File: src/rtl/carrier_reset_pkg.sv
package carrier_reset_pkg;
    localparam int unsigned CLOCK_HZ = 50000000;
    localparam int unsigned CLOCK_PERIOD_NS = 20;
    // shortest low level that counts as a reset request
    localparam int unsigned GLITCH_MIN_NS = 100;
    localparam int unsigned GLITCH_CYCLES = (GLITCH_MIN_NS + CLOCK_PERIOD_NS - 1) / CLOCK_PERIOD_NS;
    // reset hold after a qualified request, in milliseconds
    localparam int unsigned HOLD_MS = 200;
    localparam int unsigned HOLD_CYCLES = HOLD_MS * (CLOCK_HZ / 1000);
    // power-up reset length, chosen equal to the hold
    localparam int unsigned POWERUP_CYCLES = HOLD_CYCLES;
    localparam int unsigned SLOT_COUNT = 4;
    localparam int unsigned HOLD_WIDTH = 24;
    localparam logic [HOLD_WIDTH-1:0] HOLD_RESET_VALUE = 24'h000000;
    localparam logic JTAG_SEL_HEADER_IN = 1'b0;
    localparam logic JTAG_SEL_ONBOARD = 1'b1;
endpackage

File: src/rtl/carrier_reset_ctrl.sv
`timescale 1ns/1ps
module carrier_reset_ctrl #(
    parameter int unsigned SLOTS = carrier_reset_pkg::SLOT_COUNT,
    parameter int unsigned GLITCH_CYCLES = carrier_reset_pkg::GLITCH_CYCLES,
    parameter int unsigned HOLD_CYCLES = carrier_reset_pkg::HOLD_CYCLES,
    parameter int unsigned POWERUP_CYCLES = carrier_reset_pkg::POWERUP_CYCLES
) (
    input wire logic clock,
    input wire logic rst,
    input wire logic ext_reset_n,
    input wire logic bus_reset,
    input wire logic soft_reset,
    input wire logic [SLOTS-1:0] slot_reset_request,
    input wire logic jtag_select_write,
    input wire logic jtag_select_value,
    output logic board_reset,
    output logic [SLOTS-1:0] slot_reset,
    output logic link_clear,
    output logic reset_led,
    output logic jtag_select
);
    import carrier_reset_pkg::*;

    logic ext_request;
    logic [HOLD_WIDTH-1:0] hold_reg;
    logic [HOLD_WIDTH-1:0] hold_next;
    logic powerup_done_reg;
    logic powerup_done_next;
    logic board_reset_reg;
    logic board_reset_next;
    logic jtag_sel_reg;
    logic jtag_sel_next;
    logic hold_active;
    logic direct_reset;

    reset_input_filter #(
        .MIN_LOW_CYCLES(GLITCH_CYCLES)
    ) filter_inst (
        .clock(clock),
        .rst(rst),
        .ext_reset_n(ext_reset_n),
        .request(ext_request)
    );

    assign hold_active = hold_reg != HOLD_RESET_VALUE;
    assign direct_reset = bus_reset || soft_reset || (|slot_reset_request);

    always_comb begin
        hold_next = hold_reg;
        powerup_done_next = powerup_done_reg;
        if (!powerup_done_reg) begin
            // rst stands for power-on; the hold counter doubles as power-up timer
            hold_next = HOLD_WIDTH'(POWERUP_CYCLES);
            powerup_done_next = 1'b1;
        end else if (ext_request) begin
            hold_next = HOLD_WIDTH'(HOLD_CYCLES);
        end else if (hold_active) begin
            hold_next = hold_reg - HOLD_WIDTH'(1);
        end
        board_reset_next = hold_active || direct_reset || !powerup_done_reg;
    end

    always_comb begin
        jtag_sel_next = jtag_sel_reg;
        if (board_reset_reg) begin
            jtag_sel_next = JTAG_SEL_HEADER_IN;
        end else if (jtag_select_write) begin
            jtag_sel_next = jtag_select_value;
        end
    end

    always_ff @(posedge clock) begin
        if (rst) begin
            hold_reg <= HOLD_RESET_VALUE;
            powerup_done_reg <= 1'b0;
            board_reset_reg <= 1'b1;
        end else begin
            hold_reg <= hold_next;
            powerup_done_reg <= powerup_done_next;
            board_reset_reg <= board_reset_next;
        end
    end

    // selector state; later resets force it back through board_reset_reg
    always_ff @(posedge clock) begin
        if (rst) begin
            jtag_sel_reg <= JTAG_SEL_HEADER_IN;
        end else begin
            jtag_sel_reg <= jtag_sel_next;
        end
    end

    assign board_reset = board_reset_reg;
    assign slot_reset = {SLOTS{board_reset_reg}};
    assign link_clear = board_reset_reg;
    assign reset_led = board_reset_reg;
    assign jtag_select = jtag_sel_reg;

    // the filter pulse loads the counter first, so board reset follows one edge later
    property p_hold_after_request;
        @(posedge clock) disable iff (rst)
        ext_request |=> ##1 board_reset [*8];
    endproperty
    a_hold_after_request: assert property (p_hold_after_request)
        else $error("board reset dropped soon after external request");

    property p_hold_reload;
        @(posedge clock) disable iff (rst)
        ext_request |=> hold_reg == HOLD_WIDTH'(HOLD_CYCLES);
    endproperty
    a_hold_reload: assert property (p_hold_reload)
        else $error("hold not restarted by request");

    property p_direct_reset;
        @(posedge clock) disable iff (rst)
        direct_reset |=> board_reset;
    endproperty
    a_direct_reset: assert property (p_direct_reset)
        else $error("bus, soft or slot reset not passed on");

    property p_release;
        @(posedge clock) disable iff (rst)
        (powerup_done_reg && !hold_active && !direct_reset) |=> !board_reset;
    endproperty
    a_release: assert property (p_release)
        else $error("board reset held with no cause");

    property p_jtag_default;
        @(posedge clock) disable iff (rst)
        board_reset |=> jtag_select == JTAG_SEL_HEADER_IN;
    endproperty
    a_jtag_default: assert property (p_jtag_default)
        else $error("jtag selector not returned to header input");

    property p_jtag_write;
        @(posedge clock) disable iff (rst)
        (!board_reset && jtag_select_write) |=> jtag_select == $past(jtag_select_value);
    endproperty
    a_jtag_write: assert property (p_jtag_write)
        else $error("jtag selector write lost");

    property p_outputs_follow;
        @(posedge clock) disable iff (rst)
        reset_led == board_reset && link_clear == board_reset && slot_reset == {SLOTS{board_reset}};
    endproperty
    a_outputs_follow: assert property (p_outputs_follow)
        else $error("reset outputs disagree");

    property p_powerup;
        @(posedge clock)
        $fell(rst) |-> board_reset ##1 board_reset;
    endproperty
    a_powerup: assert property (p_powerup)
        else $error("no power-up reset");

    property p_powerup_load;
        @(posedge clock) disable iff (rst)
        !powerup_done_reg |=> hold_reg == HOLD_WIDTH'(POWERUP_CYCLES);
    endproperty
    a_powerup_load: assert property (p_powerup_load)
        else $error("power-up length not loaded");

    property p_hold_count;
        @(posedge clock) disable iff (rst)
        (powerup_done_reg && !ext_request && hold_active) |=>
            hold_reg == $past(hold_reg) - HOLD_WIDTH'(1);
    endproperty
    a_hold_count: assert property (p_hold_count)
        else $error("hold counter did not count down");

    property p_hold_keeps;
        @(posedge clock) disable iff (rst)
        hold_active |=> board_reset;
    endproperty
    a_hold_keeps: assert property (p_hold_keeps)
        else $error("board reset released while hold running");

    property p_bus_reset;
        @(posedge clock) disable iff (rst)
        bus_reset |=> board_reset;
    endproperty
    a_bus_reset: assert property (p_bus_reset)
        else $error("bus reset not passed on");

    property p_soft_reset;
        @(posedge clock) disable iff (rst)
        soft_reset |=> board_reset;
    endproperty
    a_soft_reset: assert property (p_soft_reset)
        else $error("software reset not passed on");

    property p_slot_request;
        @(posedge clock) disable iff (rst)
        (|slot_reset_request) |=> (&slot_reset) && link_clear;
    endproperty
    a_slot_request: assert property (p_slot_request)
        else $error("slot request did not reset every slot");

    // rst in the past term covers a one-edge reset pulse
    property p_led_cause;
        @(posedge clock) disable iff (rst)
        reset_led |-> $past(hold_active || direct_reset || !powerup_done_reg || rst);
    endproperty
    a_led_cause: assert property (p_led_cause)
        else $error("reset indicator lit with no cause");

    property p_jtag_stable;
        @(posedge clock) disable iff (rst)
        (!board_reset && !jtag_select_write) |=> $stable(jtag_select);
    endproperty
    a_jtag_stable: assert property (p_jtag_stable)
        else $error("jtag selector changed without a write");
endmodule

File: src/rtl/reset_input_filter.sv
`timescale 1ns/1ps
module reset_input_filter #(
    parameter int unsigned MIN_LOW_CYCLES = carrier_reset_pkg::GLITCH_CYCLES
) (
    input wire logic clock,
    input wire logic rst,
    input wire logic ext_reset_n,
    output logic request
);
    import carrier_reset_pkg::*;

    logic [2:0] sync_reg;
    logic [2:0] sync_next;
    logic [7:0] low_count_reg;
    logic [7:0] low_count_next;
    logic request_reg;
    logic request_next;
    logic low_stable;

    // a low counts once stages 2 and 3 agree; stage 1 feeds stage 2 only
    assign low_stable = !sync_reg[1] && !sync_reg[2];

    always_comb begin
        sync_next = {sync_reg[1:0], ext_reset_n};
        low_count_next = low_count_reg;
        request_next = 1'b0;
        if (!low_stable) begin
            low_count_next = 8'h00;
        end else if (low_count_reg < 8'(MIN_LOW_CYCLES)) begin
            low_count_next = low_count_reg + 8'h01;
        end
        // keeps requesting while low, so the hold restarts each cycle
        if (low_stable && low_count_reg + 8'h01 >= 8'(MIN_LOW_CYCLES)) begin
            request_next = 1'b1;
        end
    end

    always_ff @(posedge clock) begin
        if (rst) begin
            // idle high, as the pull-up leaves it
            sync_reg <= 3'h7;
            low_count_reg <= 8'h00;
            request_reg <= 1'b0;
        end else begin
            sync_reg <= sync_next;
            low_count_reg <= low_count_next;
            request_reg <= request_next;
        end
    end

    assign request = request_reg;
endmodule

File: config.mk
export PLATFORM = sky130hd
export DESIGN_NAME = carrier_reset_ctrl
export DESIGN_NICKNAME = d
export VERILOG_FILES = /design/src/rtl/carrier_reset_pkg.sv /design/src/rtl/carrier_reset_ctrl.sv /design/src/rtl/reset_input_filter.sv
export SDC_FILE = /design/constraint.sdc
export NUM_CORES = 1
export LEC_CHECK = 0
export ABC_AREA = 1
export BUFFER_PORTS_ARGS = -buffer_cell sky130_fd_sc_hd__buf_2
export CAP_MARGIN = 30
export CORE_UTILIZATION = 50
export CTS_CLUSTER_SIZE = 25
export DETAILED_ROUTE_END_ITERATION = 6
export PLACE_DENSITY = 0.69
export SYNTH_ARGS = -nofsm -noshare
export SYNTH_HDL_FRONTEND = slang
export SYNTH_SLANG_ARGS = --single-unit
File: constraint.sdc
create_clock -name clock -period 2.1 [get_ports clock]
set_input_delay 0 -clock clock [delete_from_list [all_inputs] [get_ports clock]]
set_output_delay 0 -clock clock [all_outputs]
set_load 0.005 [all_outputs]
### Word level (Yosys, flattened, before mapping)

Index checks and enable logic that the tools add are counted.
W data, S select, Z words.

| storage, ports and cells | value |
|---|---|
| flip-flop bits (word level) | 39 |
| input bits | 11 |
| output and inout port bits | 8 |
| logic and storage cells | 34 |

| cells by class | value |
|---|---|
| add/sub/neg operators | 2 |
| $lt $le $gt $ge | 2 |
| equal/unequal tests | 1 |
| mux-type cells | 5 |
| bitwise logic cells | 2 |
| reductions and logical operators | 14 |

Operator list:

| cell | count |
|---|---|
| $mux W24 | 3 |
| $reduce_bool A24 Y1 | 1 |
| $sub A24 B1 Y24 const B | 1 |
| $add A8 B1 Y8 const B | 1 |
| $ge A8 B3 Y1 const B | 1 |
| $lt A8 B3 Y1 const B | 1 |
| $logic_or A1 B1 Y1 | 4 |
| $reduce_or A2 Y1 | 2 |
| $reduce_or A4 Y1 | 1 |
| $logic_not A1 Y1 | 3 |
| $ne A3 B1 Y1 const B | 1 |
| $reduce_or A3 Y1 | 1 |
| $logic_and A1 B1 Y1 | 2 |
| $mux W1 | 2 |
| $not A1 Y1 | 2 |

### Logic depth before layout (Yosys ltp)

| logic depth | value |
|---|---|
| word-level depth | 4 |
| gate-level depth with buffers | 12 |
| gate-level depth less buffers | 12 |

### Modules after synthesis

From an unflattened synthesis, not the netlist that was laid out.

| second synthesis, totals | value |
|---|---|
| cells, all modules | 315 |
| area total of the unflattened synthesis | 2,158.3 µm² |

By module, submodules not included:

| module | instances | cells an instance | area an instance (µm²) | sequential area each (µm²) |
|---|---|---|---|---|
| carrier_reset_ctrl | 1 | 243 | 1,622.8 | 540.5 |
| reset_input_filter | 1 | 72 | 535.5 | 240.2 |

### Worst setup path before layout

No wires, ideal clock.

| timing | value |
|---|---|
| kind | register to register |
| start point | register hold_reg[0] |
| end point | register hold_reg[15] |
| arrival | 1.309 ns |
| data required time | 1.991 ns |
| slack | 0.682 ns |
| stages on the path, launching flop included | 13 |
| buffers on the path | 1 |
| cell sequence | dfxtp_1 inv_1 ha_1 inv_1 nor2_1 nand2_1 nor2_1 nand3_2 buf_6 nand3b_1 nand3_1 nand2_1 inv_1 |

| on the way | value |
|---|---|
| longest elaborated chain between the ends | 4 |
| elaborated cells between the ends (all ways) | 6 |
| classes of those cells | 1 x add/sub; 1 x eq/ne; 3 x mux; 1 x reduce/logical |

RTL lines:

| element | line | text |
|---|---|---|
| start, declared | carrier_reset_ctrl.sv:25 | `logic [HOLD_WIDTH-1:0] hold_reg;` |
| start signal, assigned | carrier_reset_ctrl.sv:78 | `hold_reg <= hold_next;` |
| $sub A24 B1 Y24 | carrier_reset_ctrl.sv:58 | `hold_next = hold_reg - HOLD_WIDTH'(1);` |
| $mux W24 | carrier_reset_ctrl.sv:57 | `end else if (hold_active) begin` |
| $mux W24 | carrier_reset_ctrl.sv:55 | `end else if (ext_request) begin` |
| $mux W24 | carrier_reset_ctrl.sv:51 | `if (!powerup_done_reg) begin` |

Parallel ways exist; a longest one is shown, timed or not. The select of a mux whose other input is x is not followed.
A chain may end at the register's enable or synchronous reset.

### Worst setup path in the final report

| timing | value |
|---|---|
| start point | register hold_reg[0] |
| end point | register hold_reg[9] |

Same word-level chain as after synthesis.

==> results_dict.tcl <==
set metrics [dict create \
    area_growth_pct 11.2 \
    grtUsageMet1_pct 27.9 \
    ys_seq_area_share_pct 35.7 \
    grt_remaining_overflow 0 \
    synthMuxAreaShare_pct 0.458 \
    cp_num_cells 9 \
    grt_pass1_wl_um 7670 \
    stdcell_area_mm2 0.00243 \
    pwr-share-seq_pct 48.8 \
    wl_per_cell_um 11.8 \
    fin_cells 405 \
    antenna_found_initial 0 \
    tritoncts "done" \
    finalSetupViolCount 0 \
    pin_count 19 \
    htreeDepth 2 \
    clk_latency_ns 0.29 \
    grt_busiest_layer "met2" \
    hold_viol_final 0 \
    synth_common_cells "nand2_1, nor2_1, inv_1" \
    path_class "reg2reg" \
    die_area_mm2 0.00464 \
    cp_num_buf_inv 2 \
    yosysTopAreaCell "dfxtp_1" \
    use_met2_pct 37.0 \
    ys_seq_elements 39 \
    root_buffer "clkbuf_8" \
    worstPathArrival_ns 1.96 \
    endpoint_kind "flop" \
    yosys.area_share.simple_pct 41.0 \
    p_per_area_mw_per_mm2 682 \
    viasPerCell 5.03 \
    relSlewSlack_pct 62.5 \
    diodes 0 \
    dr.first_iter.drc_count 92 \
    rsz0062_at_grt "false" \
    yosys.area_share.adder_pct 2.86 \
    clkPwrFrac_pct 29.8 \
    syn_inst 331 \
    synth_top_family_by_area "simple AND/OR/NAND/NOR gates" \
    worst_pin_slew_ns 0.562 \
    die_w_um 68.1 \
    holdPathStages 1 \
    drv_slew 0 \
    period_share_pct 84.0 \
    crit_required_ns 2.30 \
    worst_r2r_path_depth 9 \
    drc 0 \
    die_h_um 68.1 \
    cts_buffers 5 \
    largest_register_ffs 24 \
    ant_nets 0 \
    place_congestion 0.946 \
    cap_violations 0 \
    async_flop_share_pct 0 \
    synthXorXnorAreaFrac_pct 3.61 \
    cts_buffer_depth 2 \
    p_comb_share_pct 21.4 \
    swShare_pct 31.5 \
    period_minus_slack_ns 1.76 \
    final_nets 370 \
    synth_area_mm2 0.00219 \
    synth_cell_types 27 \
    dr.pass1.iters 4 \
    synth_compound_area_share_pct 5.67 \
    synth_most_common_cell "nand2_1" \
    path_delay_family "simple AND/OR/NAND/NOR gates" \
    fmax_ghz 0.567 \
    track_usage_pct 22.4 \
    cp_cell_sequence "inv_1 > ha_1 > nand2_1 > nor2_1 > nand3_1 > nand3_1 > nand3_1 > nand2_1 > inv_1" \
    setup_tns_ns 0 \
    fp-row-count 23 \
    numPortBuffers 18 \
    synth_edf_count 0 \
    synth_flop_cell "dfxtp_1" \
    internal_power_mw 1.14 \
    p_leak_nw 1.17 \
    fin_util_pct 59.5 \
    cts_resized 0 \
    grt_max_degree 16 \
    synth_fp_nets 347 \
    start_kind "flop" \
    post-place-cells 389 \
    start_util_pct 53.5 \
    core_region_area_mm2 0.00409 \
    syn_area_per_cell_um2 6.60 \
    crit_fanout 13 \
    grt_use_met3_pct 5.33 \
    fin_skew_ns 0.00323 \
    dr_total_vias 2038 \
    outcome "finished, final reports clean" \
    wl_um 4790 \
    clkSinkCount 39 \
    drive_above_1_share_pct 13.2 \
    cp_common_cell "nand3_1" \
    p_sw_mw 0.522 \
    min_path_type "reg2reg" \
    vdd_ir_drop_max_uv 362 \
    yosysWarnings 0 \
    crit_path_top_delay_cell "nand3_1" \
    dpl.hpwl_um 3580 \
    fillCellCount 383 \
    synth_area_leaders "dfxtp_1, nand2_1, nor2_1" \
    placed_area_mm2 0.00227 \
    grt_pass1_vias 1756 \
    path_clk_slew_ns 0.07 \
    synth_top_area_share_pct 35.7 \
    cpPeakStageDelay_ns 0.42 \
]
## per-stage QoR
stage,power (mW),setup WS (ns),hold slack [ns]
after floorplan,1.09,0.682,0.104
after global placement,1.17,0.406,0.183
after detailed placement,1.17,0.374,0.187
after CTS,1.68,0.365,0.402
after global routing,1.75,0.174,0.423
final,1.66,0.337,0.414
## power by group through the flow
stage | clock network, mW | logic (mW) | registers (mW)
3_5_place_dp | 0 | 0.340 | 0.826
6_report | 0.494 | 0.354 | 0.809
2_1_floorplan | 0 | 0.273 | 0.817
3_3_place_gp | 0 | 0.341 | 0.825
4_1_cts | 0.515 | 0.352 | 0.808
5_1_grt | 0.536 | 0.403 | 0.813
## per-layer routing
| metal | vias up | routed length [um] |
|---|---|---|
| li1 | 1074 | - |
| met4 | 0 | 89 |
| met3 | 10 | 239 |
| met5 | - | 0 |
| met2 | 47 | 2090 |
| met1 | 907 | 2360 |
## cells in the final DEF (no fill, tap or decap), drive strengths merged
cell type	n
xnor2	4
clkinv	1
nand3b	5
and2	1
mux2i	1
dfxtp	39
clkbuf	6
nand4	4
nand3	31
buf	18
nand2	75
clkinvlp	1
ha	5
a211oi	2
o21ai	8
inv	43
dlygate4sd3	8
nor2	75
xor2	5
a21oi	13
nor3	5
or2	4
nor4	1
## layout make-up
class                      instances  area (um2)  share of cell area [%]
sequential                        39         781                    32.1
multi-input combinational        239        1170                    48.2
clock inverter                     2        12.5                   0.515
tap                               50        62.6                    2.57
timing repair buffer              26         170                    7.00
inverter                          43         161                    6.64
clock buffer                       6        72.6                    2.99
## cell families after synthesis
logic type / Yosys count
AO/OA/AOI/OAI: 23
XOR/XNOR: 9
adder cells (fa/ha/maj): 5
buffers and inverters: 53
flip-flops: 39
multiplexers: 1
AND/OR/NAND/NOR: 201
## final timing paths
| kind | startpoint | end | slack (ns) |
|---|---|---|---|
| worst max-delay path | hold_reg[0] | hold_reg[9] | 0.34 |
| worst min register to register | filter_inst.sync_reg[0] | filter_inst.sync_reg[1] | 0.41 |
| worst max register to register | hold_reg[0] | hold_reg[9] | 0.34 |
| worst min-delay path | filter_inst.sync_reg[0] | filter_inst.sync_reg[1] | 0.41 |
## what timing repair did
item                      CTS  global route
buffers inserted            0             0
hold buffers                8             0
hold endpoints to repair    6             0
Power figures use the tool's default switching activity.
